--- config.mk ---
export PLATFORM = sky130hd
export DESIGN_NAME = pin_function_multiplexer
export DESIGN_NICKNAME = d
export VERILOG_FILES = /design/src/hdl/pinmux_pkg.sv /design/src/hdl/sel_if.sv /design/src/hdl/pin_function_multiplexer.sv /design/src/hdl/sel_regs.sv /design/src/hdl/pin_cell.sv
export VERILOG_INCLUDE_DIRS = /design/src /design/src/hdl
export SDC_FILE = /design/constraint.sdc
export NUM_CORES = 1
export LEC_CHECK = 0
export BUFFER_PORTS_ARGS = -buffer_cell sky130_fd_sc_hd__buf_2
export CORE_AREA = 2 2 312 314
export CTS_CLUSTER_SIZE = 25
export DETAILED_ROUTE_END_ITERATION = 10
export DIE_AREA = 0 0 314 316
export GPL_TIMING_DRIVEN = 0
export SETUP_SLACK_MARGIN = 0.5
export SKIP_LAST_GASP = 1
export SLEW_MARGIN = 20
export SYNTH_ARGS = -nofsm -noshare
export SYNTH_HDL_FRONTEND = slang
export SYNTH_SLANG_ARGS = --single-unit
--- constraint.sdc ---
create_clock -name pclk -period 4.46 [get_ports pclk]
set_clock_uncertainty 0.15 [all_clocks]
set_input_delay 0.446 -clock pclk [delete_from_list [all_inputs] [get_ports pclk]]
set_output_delay 0.446 -clock pclk [all_outputs]
set_load 0.02 [all_outputs]
--- src/hdl/pinmux_consts.svh ---
// constants for the pin function multiplexer: addresses, reset values, bit positions
// assumes inclusion by every design file that decodes addresses or pins
`ifndef PINMUX_CONSTS_SVH
`define PINMUX_CONSTS_SVH

`define SEL_LOW_ADDR 32'hE002C000
`define SEL_HIGH_ADDR 32'hE002C004
`define SEL_DEBUG_ADDR 32'hE002C014
`define SEL_RESET 32'h00000000
`define DEBUG_EN_BIT 2
`define TRACE_EN_BIT 3
`define READ_ZERO 32'h00000000
`define BOOT_ADDR 32'h00000000

`define FIELD_W 2
`define PINS_PER_REG 16
`define SEL_GPIO 2'h0
`define SEL_ANALOG 2'h3
`define ANALOG_AT3_MASK 32'h0000B570

`define P1_BASE 16
`define P1_TRACE_STRAP 4
`define P1_PIPELINE_STATUS_BIT2 7
`define P1_TRACE_CLOCK_OUT 8
`define P1_EXTTRIG 9
`define P1_RETURNED_TEST_CLOCK 10
`define P1_TDO 11
`define P1_TDI 12
`define P1_TCK 13
`define P1_TMS 14
`define P1_TRST 15

`endif

--- src/hdl/pinmux_pkg.sv ---
// types shared by the pin function multiplexer modules
// assumes nothing beyond the consts header
package pinmux_pkg;

    typedef enum logic [1:0] {
        ST_IDLE = 2'b01,
        ST_READY = 2'b10
    } apb_state_t;

    typedef struct packed {
        apb_state_t st;
        logic [31:0] sel_low;
        logic [31:0] sel_high;
        logic debug_en;
        logic trace_en;
        logic [31:0] rdata;
        logic err;
    } regs_state_t;

    typedef struct packed {
        logic strap_done;
        logic core_run;
    } ctl_state_t;

endpackage

--- src/hdl/sel_if.sv ---
// select register contents and strap load between register file and pin logic
// assumes one clock domain, pclk
`timescale 1ns/1ps
interface sel_if;
    logic [31:0] sel_low;
    logic [31:0] sel_high;
    logic debug_en;
    logic trace_en;
    logic strap_load;
    logic strap_debug;
    logic strap_trace;

    modport regs (
        output sel_low,
        output sel_high,
        output debug_en,
        output trace_en,
        input strap_load,
        input strap_debug,
        input strap_trace
    );

    modport user (
        input sel_low,
        input sel_high,
        input debug_en,
        input trace_en,
        output strap_load,
        output strap_debug,
        output strap_trace
    );
endinterface

--- src/hdl/pin_function_multiplexer.sv ---
// top of the pin function multiplexer: apb registers, port 0 cells, port 1 debug/trace
// assumes pins and peripherals synchronous to pclk; pads resolve oe_n themselves
`include "pinmux_consts.svh"
`timescale 1ns/1ps

// Summary of operation
// - reset low puts every port and peripheral default; fetch begins at zero
// - returned test clock low at the first edge after reset release selects debug port on port1 26 to 31
// - debug mode drives tdo, takes tdi tck tms trst, returned clock bidirectional
// - trace mode outputs pipeline status 2, trace clock; takes external trigger
// - each pin connects only its selected function, all others cut off
// - converter input always sees the pin level whatever is selected
// - converter result valid only when the analog function is selected
// - enabled peripheral without a routed pin behaves undefined, no guarantee
// - low select register read/write at 0xE002C000, resets to zero
// - high select register read/write at 0xE002C004, resets to zero
// - debug select register read/write at 0xE002C014, reset set by straps
// - reset values cover used bits only; reserved bits unspecified
// - direction bit acts only for gpio; other functions set direction themselves
module pin_function_multiplexer (
    input wire logic pclk,
    input wire logic presetn,
    input wire logic psel,
    input wire logic penable,
    input wire logic pwrite,
    input wire logic [31:0] paddr,
    input wire logic [31:0] pwdata,
    output logic [31:0] prdata,
    output logic pready,
    output logic pslverr,
    output logic core_reset_n,
    output logic [31:0] boot_address,
    output logic debug_port_active,
    output logic trace_port_active,
    input wire logic [31:0] p0_pin_in,
    output logic [31:0] p0_pin_out,
    output logic [31:0] p0_pin_oe_n,
    input wire logic [15:0] p1_pin_in,
    output logic [15:0] p1_pin_out,
    output logic [15:0] p1_pin_oe_n,
    input wire logic [31:0] port0_direction_control,
    input wire logic [31:0] gpio0_out,
    output logic [31:0] gpio0_in,
    input wire logic [15:0] port1_direction_control,
    input wire logic [15:0] gpio1_out,
    output logic [15:0] gpio1_in,
    input wire logic [95:0] p0_func_out,
    input wire logic [95:0] p0_func_oe,
    output logic [95:0] p0_func_in,
    output logic [31:0] adc_level,
    output logic [31:0] adc_valid,
    input wire logic jtag_tdo,
    output logic jtag_tdi,
    output logic jtag_tck,
    output logic jtag_tms,
    output logic jtag_trst_n,
    input wire logic returned_test_clock_out,
    input wire logic returned_test_clock_oe,
    output logic returned_test_clock_in,
    input wire logic [6:0] trace_status_out,
    input wire logic pipeline_status_bit2,
    input wire logic trace_clock_out,
    output logic external_trigger_in
);

    ////////////////////////////////////////////////////////////////////////////
    // register file

    sel_if sel ();

    sel_regs u_regs (
        .pclk(pclk),
        .presetn(presetn),
        .psel(psel),
        .penable(penable),
        .pwrite(pwrite),
        .paddr(paddr),
        .pwdata(pwdata),
        .prdata(prdata),
        .pready(pready),
        .pslverr(pslverr),
        .sel(sel.regs)
    );

    ////////////////////////////////////////////////////////////////////////////
    // strap capture and core release

    pinmux_pkg::ctl_state_t c_q, c_d;

    // straps are read on the first edge after release, never inside the reset
    always_comb begin
        c_d = c_q;
        if (!c_q.strap_done) begin
            c_d.strap_done = 1'b1;
            c_d.core_run = 1'b1;
        end
    end

    always_ff @(posedge pclk or negedge presetn) begin
        if (!presetn) begin
            c_q.strap_done <= 1'b0;
            c_q.core_run <= 1'b0;
        end else begin
            c_q <= c_d;
        end
    end

    assign sel.strap_load = !c_q.strap_done;
    assign sel.strap_debug = !p1_pin_in[`P1_RETURNED_TEST_CLOCK];
    assign sel.strap_trace = !p1_pin_in[`P1_TRACE_STRAP];

    // core held until straps are in, then fetches from the fixed vector
    assign core_reset_n = c_q.core_run;
    assign boot_address = `BOOT_ADDR;
    assign debug_port_active = sel.debug_en;
    assign trace_port_active = sel.trace_en;

    ////////////////////////////////////////////////////////////////////////////
    // port 0

    // two bits per pin, low register for pins 0..15, high for 16..31
    function automatic logic [1:0] field_of(
        input logic [31:0] low,
        input logic [31:0] high,
        input int pin
    );
        logic [31:0] word;
        int idx;
        word = (pin < `PINS_PER_REG) ? low : high;
        idx = (pin % `PINS_PER_REG) * `FIELD_W;
        field_of = word[idx +: `FIELD_W];
    endfunction

    localparam logic [31:0] ANALOG_AT3 = `ANALOG_AT3_MASK;

    genvar g;
    generate
        for (g = 0; g < 32; g++) begin : g_p0
            pin_cell u_cell (
                .sel(field_of(sel.sel_low, sel.sel_high, g)),
                .analog_at3(ANALOG_AT3[g]),
                .gpio_out(gpio0_out[g]),
                .gpio_dir(port0_direction_control[g]),
                .gpio_in(gpio0_in[g]),
                .alt_out(p0_func_out[g*3 +: 3]),
                .alt_oe(p0_func_oe[g*3 +: 3]),
                .alt_in(p0_func_in[g*3 +: 3]),
                .pin_in(p0_pin_in[g]),
                .pin_out(p0_pin_out[g]),
                .pin_oe_n(p0_pin_oe_n[g]),
                .adc_level(adc_level[g]),
                .adc_valid(adc_valid[g])
            );
        end
    endgenerate

    ////////////////////////////////////////////////////////////////////////////
    // port 1: gpio unless debug (bits 10..15) or trace (bits 0..9) take over

    logic [15:0] p1_debug_own;
    logic [15:0] p1_trace_own;

    generate
        for (g = 0; g < 16; g++) begin : g_p1_own
            assign p1_debug_own[g] = sel.debug_en && (g >= `P1_RETURNED_TEST_CLOCK);
            assign p1_trace_own[g] = sel.trace_en && (g <= `P1_EXTTRIG);
        end
    endgenerate

    generate
        for (g = 0; g < 16; g++) begin : g_p1
            always_comb begin
                gpio1_in[g] = 1'b0;
                p1_pin_out[g] = gpio1_out[g];
                p1_pin_oe_n[g] = !port1_direction_control[g];
                if (p1_debug_own[g]) begin
                    // gpio cut off while the debug port owns the pin
                    p1_pin_out[g] = 1'b0;
                    p1_pin_oe_n[g] = 1'b1;
                    if (g == `P1_RETURNED_TEST_CLOCK) begin
                        p1_pin_out[g] = returned_test_clock_out;
                        p1_pin_oe_n[g] = !returned_test_clock_oe;
                    end
                    if (g == `P1_TDO) begin
                        p1_pin_out[g] = jtag_tdo;
                        p1_pin_oe_n[g] = 1'b0;
                    end
                end else if (p1_trace_own[g]) begin
                    p1_pin_out[g] = 1'b0;
                    p1_pin_oe_n[g] = 1'b0;
                    if (g < `P1_PIPELINE_STATUS_BIT2) begin
                        p1_pin_out[g] = trace_status_out[g % `P1_PIPELINE_STATUS_BIT2];
                    end
                    if (g == `P1_PIPELINE_STATUS_BIT2) begin
                        p1_pin_out[g] = pipeline_status_bit2;
                    end
                    if (g == `P1_TRACE_CLOCK_OUT) begin
                        p1_pin_out[g] = trace_clock_out;
                    end
                    if (g == `P1_EXTTRIG) begin
                        p1_pin_oe_n[g] = 1'b1;
                    end
                end else begin
                    gpio1_in[g] = p1_pin_in[g];
                end
            end
        end
    endgenerate

    ////////////////////////////////////////////////////////////////////////////
    // inputs to the debug and trace logic

    // disconnected tap parks in reset with tms high, so it cannot wander
    always_comb begin
        jtag_tdi = 1'b0;
        jtag_tck = 1'b0;
        jtag_tms = 1'b1;
        jtag_trst_n = 1'b0;
        returned_test_clock_in = 1'b0;
        if (sel.debug_en) begin
            jtag_tdi = p1_pin_in[`P1_TDI];
            jtag_tck = p1_pin_in[`P1_TCK];
            jtag_tms = p1_pin_in[`P1_TMS];
            jtag_trst_n = p1_pin_in[`P1_TRST];
            returned_test_clock_in = p1_pin_in[`P1_RETURNED_TEST_CLOCK];
        end
    end

    // unrouted trigger reads low; its peripheral behaviour is then undefined
    assign external_trigger_in = sel.trace_en && p1_pin_in[`P1_EXTTRIG];

endmodule

--- src/hdl/sel_regs.sv ---
// apb slave holding the three function select registers
// assumes an apb master on pclk; zero wait states
`include "pinmux_consts.svh"
`timescale 1ns/1ps
module sel_regs (
    input wire logic pclk,
    input wire logic presetn,
    input wire logic psel,
    input wire logic penable,
    input wire logic pwrite,
    input wire logic [31:0] paddr,
    input wire logic [31:0] pwdata,
    output logic [31:0] prdata,
    output logic pready,
    output logic pslverr,
    sel_if.regs sel
);

    pinmux_pkg::regs_state_t s_q, s_d;
    logic [2:0] hit;

    // one-hot hit vector: low, high, debug
    function automatic logic [2:0] decode(input logic [31:0] a);
        decode = {a == `SEL_DEBUG_ADDR, a == `SEL_HIGH_ADDR, a == `SEL_LOW_ADDR};
    endfunction

    // a call result cannot be bit-selected, so decode once into a vector
    assign hit = decode(paddr);

    ////////////////////////////////////////////////////////////////////////////
    always_comb begin
        s_d = s_q;
        unique case (s_q.st)
            pinmux_pkg::ST_IDLE: begin
                if (psel && !penable) begin
                    s_d.st = pinmux_pkg::ST_READY;
                    s_d.err = (hit == 3'h0);
                    s_d.rdata = `READ_ZERO;
                    if (hit[0]) begin
                        s_d.rdata = s_q.sel_low;
                    end
                    if (hit[1]) begin
                        s_d.rdata = s_q.sel_high;
                    end
                    // reserved bits read zero
                    if (hit[2]) begin
                        s_d.rdata[`DEBUG_EN_BIT] = s_q.debug_en;
                        s_d.rdata[`TRACE_EN_BIT] = s_q.trace_en;
                    end
                end
            end
            pinmux_pkg::ST_READY: begin
                if (psel && penable) begin
                    s_d.st = pinmux_pkg::ST_IDLE;
                    if (pwrite && hit[0]) begin
                        s_d.sel_low = pwdata;
                    end
                    if (pwrite && hit[1]) begin
                        s_d.sel_high = pwdata;
                    end
                    if (pwrite && hit[2]) begin
                        s_d.debug_en = pwdata[`DEBUG_EN_BIT];
                        s_d.trace_en = pwdata[`TRACE_EN_BIT];
                    end
                end else begin
                    s_d.st = pinmux_pkg::ST_IDLE;
                end
            end
        endcase
        // strap capture wins over a write in the same cycle
        if (sel.strap_load) begin
            s_d.debug_en = sel.strap_debug;
            s_d.trace_en = sel.strap_trace;
        end
    end

    always_ff @(posedge pclk or negedge presetn) begin
        if (!presetn) begin
            s_q.st <= pinmux_pkg::ST_IDLE;
            s_q.sel_low <= `SEL_RESET;
            s_q.sel_high <= `SEL_RESET;
            s_q.debug_en <= 1'b0;
            s_q.trace_en <= 1'b0;
            s_q.rdata <= `READ_ZERO;
            s_q.err <= 1'b0;
        end else begin
            s_q <= s_d;
        end
    end

    ////////////////////////////////////////////////////////////////////////////
    assign pready = psel && penable && (s_q.st == pinmux_pkg::ST_READY);
    assign pslverr = pready && s_q.err;
    assign prdata = s_q.rdata;
    assign sel.sel_low = s_q.sel_low;
    assign sel.sel_high = s_q.sel_high;
    assign sel.debug_en = s_q.debug_en;
    assign sel.trace_en = s_q.trace_en;
endmodule

--- src/hdl/pin_cell.sv ---
// one port 0 pin: gpio plus three alternate functions and an analog tap
// assumes peripherals give their own drive enables
`include "pinmux_consts.svh"
`timescale 1ns/1ps
module pin_cell (
    input wire logic [1:0] sel,
    input wire logic analog_at3,
    input wire logic gpio_out,
    input wire logic gpio_dir,
    output logic gpio_in,
    input wire logic [2:0] alt_out,
    input wire logic [2:0] alt_oe,
    output logic [2:0] alt_in,
    input wire logic pin_in,
    output logic pin_out,
    output logic pin_oe_n,
    output logic adc_level,
    output logic adc_valid
);

    always_comb begin
        gpio_in = 1'b0;
        alt_in = 3'h0;
        pin_out = 1'b0;
        pin_oe_n = 1'b1;
        if (sel == `SEL_GPIO) begin
            gpio_in = pin_in;
            pin_out = gpio_out;
            pin_oe_n = !gpio_dir;
        end else if (analog_at3 && sel == `SEL_ANALOG) begin
            // digital side stays off so the converter sees a quiet pad
            pin_oe_n = 1'b1;
        end else begin
            // unselected functions read zero and drive nothing
            alt_in[sel - 2'h1] = pin_in;
            pin_out = alt_out[sel - 2'h1];
            pin_oe_n = !alt_oe[sel - 2'h1];
        end
    end

    // converter tap is never cut off, but only valid with analog selected
    assign adc_level = pin_in;
    assign adc_valid = analog_at3 && (sel == `SEL_ANALOG);
endmodule

# After elaboration in Yosys (flattened, before gate mapping)
# Index checks and enable logic that the tools add are counted.
[word_totals]
regBits = 103
output_inout_bits = 379
wordCells = 721
[classes]
n_addsub = 32
magnitude_cmp = 64
eq_ne = 17
muxes = 406
n_bitwise = 32
reduce_logical = 161
[op_table]
columns = ["operator", "n"]
rows = [
  ["2-to-1 mux 1 bit", 261],
  ["binary-select mux 1 bit (select 2 bit)", 64],
  ["2-to-1 mux 3 bit", 40],
  ["AND 3 bit", 32],
  ["equality test 32 bit (second input constant)", 3],
  ["less-than comparator 2 x 3 -> 1 bit (second input constant)", 32],
  ["logical NOT 1 bit", 84],
  ["demux 1 bit (select 2 bit)", 32],
  [">= comparator 2 x 1 -> 1 bit (second input constant)", 32],
  ["logical NOT 2 bit", 32],
  ["2-to-1 mux 32 bit", 2],
  ["subtractor 2 x 1 -> 2 bit (second input constant)", 32],
  ["logical AND 1 bit", 40],
  ["equality test 2 bit (second input constant)", 9],
  ["2-to-1 mux 2 bit", 6],
  ["AND reduction 3 bit", 3],
  ["!= test 2 x 1 -> 1 bit (second input constant)", 4],
  ["case mux 2 bit (2 select lines)", 1],
  ["logical NOT 3 bit", 1],
  ["equality test 2 x 1 -> 1 bit (second input constant)", 1],
  ["AND reduction 2 bit", 1],
]

# Logic depth before layout (Yosys ltp)
# Gate-level depths: netlist of run 1.
[logic_depth]
depth_word = 8
depth_mapped = 7

# Hierarchy
# From an unflattened synthesis of run 1, not the netlist that was laid out.
[unflattened]
hier_cells = 1252
area_unflattened_um2 = 11267.1
[by_module_without_submodules]
columns = ["mod", "instances", "cells_each", "area_per_inst_um2", "seq_area_each_um2"]
rows = [
  ["pin_cell", 32, 23, 167.7, 0.0],
  ["sel_regs", 1, 417, 5153.7, 2528.7],
  ["pin_function_multiplexer", 1, 99, 748.2, 50.0],
]

# Least setup slack after synthesis of run 1
# Ideal clock, no wire load.
[synth_timing]
kind = "input-to-reg"
startpoint = "input paddr[4]"
endpoint = "register, netlist name u_regs.sel.sel_low[10]"
setup_time_ns = 0.127
arrival_ns = 1.868
required_ns = 4.183
setup_slack_ns = 2.315
stages = 6
path_cell_list = "buf_2 -> nor3_1 -> nand4_1 -> nor4_4 -> buf_6 -> mux2_1"
[synth_between]
elab_chain_cells = 3
[synth_lines]
columns = ["element", "line", "source"]
rows = [
  ["start, declared", "pin_function_multiplexer.sv:26", "input wire logic [31:0] paddr,"],
  ["equality test 32 bit (no line)", "n/a", ""],
  ["logical AND 1 bit", "sel_regs.sv:55", "if (pwrite && hit[0]) begin"],
  ["AND reduction 3 bit (no line)", "n/a", ""],
]
# Every way passes these cells.
# A chain may end at the register's enable or synchronous reset.

# Final worst setup path of run 1
[layout_timing]
startpoint = "register, netlist name u_regs.sel.sel_high[4]"
endpoint = "output p0_pin_out[18]"
[layout_between]
elab_chain_cells = 4
elab_cells_between_ends = 5
cone_classes = "1 x add/sub; 3 x mux; 1 x reduce/logical"
[layout_lines]
columns = ["element", "line", "source"]
rows = [
  ["subtractor 2 x 1 -> 2 bit", "pin_cell.sv:36", "pin_out = alt_out[sel - 2'h1];"],
  ["binary-select mux 1 bit (select 2 bit)", "pin_cell.sv:36", ""],
  ["2-to-1 mux 1 bit (implied by the code)", "pin_cell.sv:36", ""],
  ["2-to-1 mux 1 bit *", "pin_cell.sv:26", "if (sel == `SEL_GPIO) begin"],
  ["end, declared", "pin_function_multiplexer.sv:36", "output logic [31:0] p0_pin_out,"],
]
# Mark *: on every way between the ends. The rest lies on a longest branch, timed or not. The select of a mux whose other input is x is not followed.

==> impl_metrics.py, run 1 <==
metrics = {
    "clock_network": {
        "cts_tree": "yes",
        "clkLatencyLatePin_ps": 380,
        "cts_sinks": 103,
        "root_buffer": "clkbuf_16",
        "clkSlewWorstSetupHoldPaths_ps": 90,
        "cts-buffers-inserted": 9,
        "cts_setup_buffers": 0,
        "htreeDepth": 3,
        "cts_resized": 0,
        "cts_buffer_depth": 2,
    },
    "yosys": {
        "synth-seq-cells": 103,
        "synth_edf_count": 0,
        "syn_inst": 1273,
        "synth_top_area_share": 0.227,
        "synth.distinct_cells": 43,
        "syn_area_per_cell_um2": 8.85,
        "yosysMostFrequentCell": "buf_4",
        "ys_warn_count": 0,
        "synth.area.top_cells": "dfrtp_1, ha_1, buf_4",
        "yosysTopAreaCell": "dfrtp_1",
        "synth-seq-area-share": 0.229,
        "syn_area_mm2": 0.0113,
        "synth-async-reset-ratio": 1.00,
        "synthTopCellsByCount": "buf_4, ha_1, and2_1, dfrtp_1, mux2i_1",
        "ys.flop_type": "dfrtp_1",
    },
    "global_routing": {
        "grt_pass1_wl_mm": 82.6,
        "grt_start_max_net_pins": 65,
        "overflow": 0,
        "grt_pass1_vias": 10900,
        "busiest_layer": "met2",
        "antenna_found_initial": 49,
        "grt.total_usage": 0.122,
        "grtUsageMet2": 0.203,
        "use_met3": 0.0531,
        "met1_usage": 0.142,
    },
    "floorplanning": {
        "die_area_mm2": 0.0992,
        "row_count": 114,
        "start_util": 0.117,
        "boundaryPins": 796,
        "coreArea_mm2": 0.0960,
        "die_y_um": 316,
        "dieWidth_um": 314,
    },
    "placed_design": {
        "placedCellCount": 3344,
        "io_buffer_count": 738,
        "place_congestion": 0.899,
        "place.detailed.hpwl_mm": 57.3,
    },
    "cells_and_area": {
        "layoutNonFillerInstCount": 3370,
        "fillers": 10900,
        "syn_to_final_growth_pct": 52.2,
        "nets": 2633,
        "drive_above_1_share": 0.509,
    },
    "flow_run": {
        "max_cap_violations": 0,
    },
    "power_and_ir_drop": {
        "seq_power_share": 0.358,
        "switchingPower_uw": 965,
        "comb_power_share": 0.328,
        "p_int_uw": 1740,
        "cellLeakagePower_uw": 0.00898,
        "power_frac_clock": 0.313,
        "power_per_cell_area_mw_per_mm2": 158,
        "vdd_drop_max_mv": 0.184,
        "netSwitchingFraction": 0.357,
    },
    "critical_path": {
        "path_buf_inv": 3,
        "crit_family": "flip-flops",
        "crit_slowest_cell": "dfrtp_1",
        "critPathMaxStageDelay_ps": 540,
        "end_kind": "output pin",
        "cp.required_ps": 3860,
        "crit_type": "flop to output pin",
        "critPathLaunchType": "flop",
        "worstPathMaxFanout": 6,
        "crit_path_cell_trace": "inv_1, ha_1, mux2i_1, nor2_1, a31oi_1, o21ai_0, buf_4, buf_2",
        "cp.arrival_ps": 2680,
    },
    "detailed_routing": {
        "ant_nets": 0,
        "via_per_inst": 3.47,
        "drt-total-wl_mm": 64.3,
        "drc": 0,
        "first_pass_iters": 7,
        "first_iter_violations": 351,
        "num_vias": 11700,
        "wl_per_cell_um": 19.1,
    },
    "timing": {
        "worstMarginPinSlew_ps": 1070,
        "finalCritPeriodShare": 0.735,
        "tns_ps": 0,
        "max_freq_ghz": 0.305,
        "finalCriticalPeriod_ps": 3280,
        "report.final.slew_viol_count": 0,
        "hold_viol": 0,
        "maxSlewHeadroom": 0.289,
        "rsz0062_at_grt": "false",
        "setup_violations": 0,
    },
    "worst_hold_path": {
        "min_path_type": "input port to flop",
    },
    "status": {
        "status": "finished, final reports clean",
    },
}
## kinds of logic (layout without fill, tap and decap cells)
kind of cell    count (synthesis)  count (layout)  share of synthesized area
flops                         103             103                      0.229
fa+ha+maj                     136             136                      0.151
other cells                     2              66                   0.000667
buf+inv                       313            1070                      0.182
mux                           172             172                      0.163
simple gates                  365             365                      0.181
compound gates                182             182                     0.0932
## placed cells by master, fill, tap and decap left out, types with 7 or more instances in the layout
master     count
nand2b_1       9
inv_1         65
mux2i_1       80
and2_1       125
a211oi_1      14
mux2_2        60
clkbuf_16      9
nor2_1        38
diode_2        9
mux2_1        32
o21ai_0       63
and3_1         9
nand3_1       34
a21o_1         7
clkbuf_1       9
nand2_1       70
dfrtp_1      102
a31oi_1       21
buf_2        743
a22o_1         8
a22oi_1        8
nor2b_1       49
conb_1        57
buf_4        224
ha_1         136
a21oi_1       55
## power by group through the flow
stage / registers (uW) / logic, uW / clock network, uW
final: 969 / 887 / 846
after global routing: 971 / 964 / 931
after CTS: 968 / 907 / 915
after detailed placement: 987 / 903 / 0
after global placement: 986 / 891 / 0
after floorplan: 982 / 445 / 0
## timing repair
| action | CTS | global route |
|---|---|---|
| endpoints found under the setup margin | 0 | 0 |
| hold endpoints to repair | 38 | 0 |
| hold buffers | 1 | 0 |
## flip-flops by register name, indices dropped and copies added, names as in the netlist
signal	flops
u_regs.sel.trace_en	1
core_reset_n	1
u_regs.s_q	3
u_regs.sel.debug_en	1
u_regs.prdata	32
u_regs.sel.sel_high	32
c_q	1
u_regs.sel.sel_low	32
## metal layers
layer | vias to the layer above | wire, um
li1 | 5661 | -
met1 | 5319 | 25400
met2 | 596 | 29700
met3 | 94 | 7240
met4 | 24 | 1760
met5 | - | 160
## worst register-to-register path, delay by kind of cell (launching register included)
kind / cells / cell delay [ps]
muxes: 1 / 400
DFF: 1 / 390
and+or+nand+nor: 3 / 1040
buffers and inverters: 2 / 720
## worst paths after layout
check,slack (ps),endpoint,depth (start not counted),startpoint
max reg2reg,1640,u_regs.sel.sel_high[1],6,u_regs.s_q[99]
min,140,u_regs.sel.sel_low[24],2,pwdata[24]
max in group asynchronous,3030,u_regs.prdata[8],3,presetn
max,1180,p0_pin_out[18],8,u_regs.sel.sel_high[4]
min reg2reg,330,core_reset_n,1,core_reset_n
min in group asynchronous,390,u_regs.s_q[100],2,presetn
## stage by stage
step / utilization / area (um^2) / hold slack [ps] / total power, uW / setup WS, ps
2_1_floorplan: - / 11500 / 0.409 / 1430 / 2310
3_3_place_gp: 0.175 / 16800 / 303 / 1880 / 771
3_5_place_dp: 0.175 / 16800 / 242 / 1890 / 752
4_1_cts: 0.178 / 17100 / 110 / 2790 / 1170
5_1_grt: 0.178 / 17100 / 120 / 2870 / 1020
6_report: 0.179 / 17100 / 141 / 2700 / 1180
## layout make-up
cell class                 count  area [um^2]  area share
sequential                   103         2580       0.150
tap                         1276         1600      0.0931
inverter                      65          244      0.0142
antenna                        9         22.5     0.00131
clock inverter                 7         66.3     0.00387
buffer                       248         1810       0.105
timing repair buffer         741         3760       0.219
multi-input combinational    912         6840       0.399
clock buffer                   9          225      0.0131
No activity file was read; power rests on OpenSTA's default activity.
==> inputs of run 2 (changes only) <==
--- a/config.mk
+++ b/config.mk
@@ -7,10 +7,10 @@
 export NUM_CORES = 1
 export LEC_CHECK = 0
 export BUFFER_PORTS_ARGS = -buffer_cell sky130_fd_sc_hd__buf_2
-export CORE_AREA = 2 2 312 314
+export CORE_AREA = 2 2 314 316
 export CTS_CLUSTER_SIZE = 25
 export DETAILED_ROUTE_END_ITERATION = 10
-export DIE_AREA = 0 0 314 316
+export DIE_AREA = 0 0 316 318
 export GPL_TIMING_DRIVEN = 0
 export SETUP_SLACK_MARGIN = 0.5
 export SKIP_LAST_GASP = 1
==> constraint.sdc (replaced) <==
create_clock -name pclk -period 3.2 [get_ports pclk]
set_clock_uncertainty 0.15 [all_clocks]
set_input_delay 0.32 -clock pclk [delete_from_list [all_inputs] [get_ports pclk]]
set_output_delay 0.32 -clock pclk [all_outputs]
set_load 0.02 [all_outputs]
==> run 2 against run 1 <==
Largest cell class unchanged. Clock power increased by 36%. Combinational power increased by 39%. Worst hold slack got worse by 110 ps. Core utilization increased by 0.85 points.
==> impl_metrics.py, run 2 (same netlist as run 1, synthesis figures left out) <==
metrics = {
    "detailed_routing": {
        "first_pass_iters": 4,
        "ant_nets": 0,
        "wl_met3_mm": 4.81,
        "dr.max_layer_used": "met5",
        "num_vias": 12000,
        "wl_met1_mm": 27.2,
        "wl_per_cell_um": 19.3,
        "drt-total-wl_mm": 66.5,
        "drc": 0,
        "first_iter_violations": 406,
        "wl_met2_mm": 32.9,
        "via_per_inst": 3.49,
    },
    "placed_design": {
        "placedCellCount": 3354,
        "place_congestion": 0.944,
        "io_buffer_count": 738,
        "place.detailed.hpwl_mm": 56.2,
        "place_area_mm2": 0.0168,
    },
    "clock_network": {
        "cts_sinks": 103,
        "root_buffer": "clkbuf_16",
        "cts_buffer_depth": 2,
        "clkSlewWorstSetupHoldPaths_ps": 80,
        "cts_tree": "yes",
        "clkLatencyLatePin_ps": 360,
        "cts-buffers-inserted": 9,
        "htreeDepth": 3,
    },
    "global_routing": {
        "grt_pass1_wl_mm": 86.4,
        "grt.total_usage": 0.125,
        "grt_pass1_vias": 11400,
        "overflow": 0,
        "antenna_found_initial": 30,
        "grt_start_max_net_pins": 65,
    },
    "timing": {
        "max_freq_ghz": 0.375,
        "hold_viol": 0,
        "report.final.slew_viol_count": 0,
        "setup_violations": 0,
        "worstMarginPinSlew_ps": 1090,
        "tns_ps": 0,
        "rsz0062_at_grt": "true",
        "finalCriticalPeriod_ps": 2660,
        "finalCritPeriodShare": 0.833,
        "maxSlewHeadroom": 0.276,
    },
    "flow_run": {
        "max_cap_violations": 0,
    },
    "cells_and_area": {
        "drive_above_1_share": 0.572,
        "nets": 2697,
        "multi_input_area_mm2": 0.00728,
        "fillers": 11000,
        "layout_commonest_cell": "buf_2",
        "regArea_mm2": 0.00264,
        "syn_to_final_growth_pct": 61.8,
        "fin_area_mm2": 0.0182,
        "fin_util": 0.187,
        "layout_common_cells": "buf_2, buf_4, and2_1",
        "layoutNonFillerInstCount": 3451,
    },
    "critical_path": {
        "cp.arrival_ps": 2190,
        "reg2reg_to": "u_regs.sel.sel_high[8]",
        "critPathMaxStageDelay_ps": 430,
        "crit_path_cell_trace": "clkinvlp_4, ha_4, mux2i_2, nor2_2, a31oi_4, o21ai_1, buf_4, buf_2",
        "r2r-start": "u_regs.s_q[99]",
        "cp.required_ps": 2730,
        "crit_slowest_cell": "dfrtp_2",
        "regToRegSetupSlack_ps": 690,
        "critPathLaunchType": "flop",
        "crit_type": "flop to output pin",
        "worstRegToRegCells": 7,
        "worstPathMaxFanout": 4,
        "path_buf_inv": 3,
        "crit_family": "flip-flops",
        "end_kind": "output pin",
    },
    "floorplanning": {
        "start_util": 0.116,
        "row_count": 115,
        "coreArea_mm2": 0.0974,
        "boundaryPins": 796,
        "die_area_mm2": 0.100,
        "dieWidth_um": 316,
        "die_y_um": 318,
    },
    "power_and_ir_drop": {
        "vdd_drop_max_mv": 0.214,
        "cellLeakagePower_uw": 0.00930,
        "power_per_cell_area_mw_per_mm2": 205,
    },
    "status": {
        "status": "finished, final reports clean",
    },
    "worst_hold_path": {
        "worstHoldStart": "pwdata[9]",
        "whs_endpoint": "u_regs.sel.sel_low[9]",
        "min_path_type": "input port to flop",
        "hold_depth": 2,
    },
}
-- run 2: how the worst max path moves through the flow --
stage / from / end / slack [ps] / depth (start not counted)
after global placement: paddr[22] / u_regs.sel.sel_high[0] / -700 / 6
after CTS: u_regs.sel.sel_low[3] / p0_pin_out[1] / 500 / 7
after floorplan: u_regs.s_q[99] / u_regs.sel.sel_low[10] / 1160 / 6
final: u_regs.sel.sel_high[14] / p0_pin_out[23] / 540 / 8
after global routing: u_regs.sel.sel_high[14] / p0_pin_out[23] / 440 / 8
after detailed placement: paddr[22] / u_regs.sel.sel_high[1] / -700 / 6
-- run 2: worst register-to-register path: cells and delay by family (launching register included) --
kind,cells,cell delay (ps)
buffers and inverters,3,640
DFF,1,390
muxes,1,390
and+or+nand+nor,3,830
-- run 2: through the flow --
step / setup WS [ps] / power (uW) / hold WS, ps
6_report: 536 / 3730 / 30.9
5_1_grt: 439 / 3940 / 12.5
4_1_cts: 502 / 3840 / 0.292
3_5_place_dp: -705 / 2590 / 127
3_3_place_gp: -698 / 2580 / 303
2_1_floorplan: 1160 / 1990 / -126
-- run 2: layout make-up --
cell class              instances  area share
well taps                    1287      0.0884
inverters                      65      0.0144
multi-input cells             912       0.399
clock inverters                 6     0.00282
plain buffers                 248      0.0994
clock buffers                  10      0.0126
flip-flops and latches        103       0.145
repair buffers                805       0.236
diodes                         15     0.00206
-- run 2: layer usage --
layer / up-vias / GRT usage
met5: - / 0
met4: 4 / 0.0289
met3: 73 / 0.0294
met2: 536 / 0.223
met1: 5618 / 0.149
li1: 5798 / -
-- run 2: where the power goes --
group          total, uW  leakage (uW)  switching (uW)  internal, uW
Combinational       1230       0.00783             676           556
Sequential          1350       0.00133            21.4          1330
Clock               1150      0.000139             610           545
Total               3730       0.00930            1310          2430
-- run 2: timing repair --
| action | CTS | global route |
|---|---|---|
| hold endpoints to repair | 47 | 0 |
| buffers inserted | 28 | 29 |
| resized for setup | 94 | 51 |
| pin swaps | 5 | 6 |
| hold buffers | 9 | 0 |
| endpoints found under the setup margin | 169 | 104 |
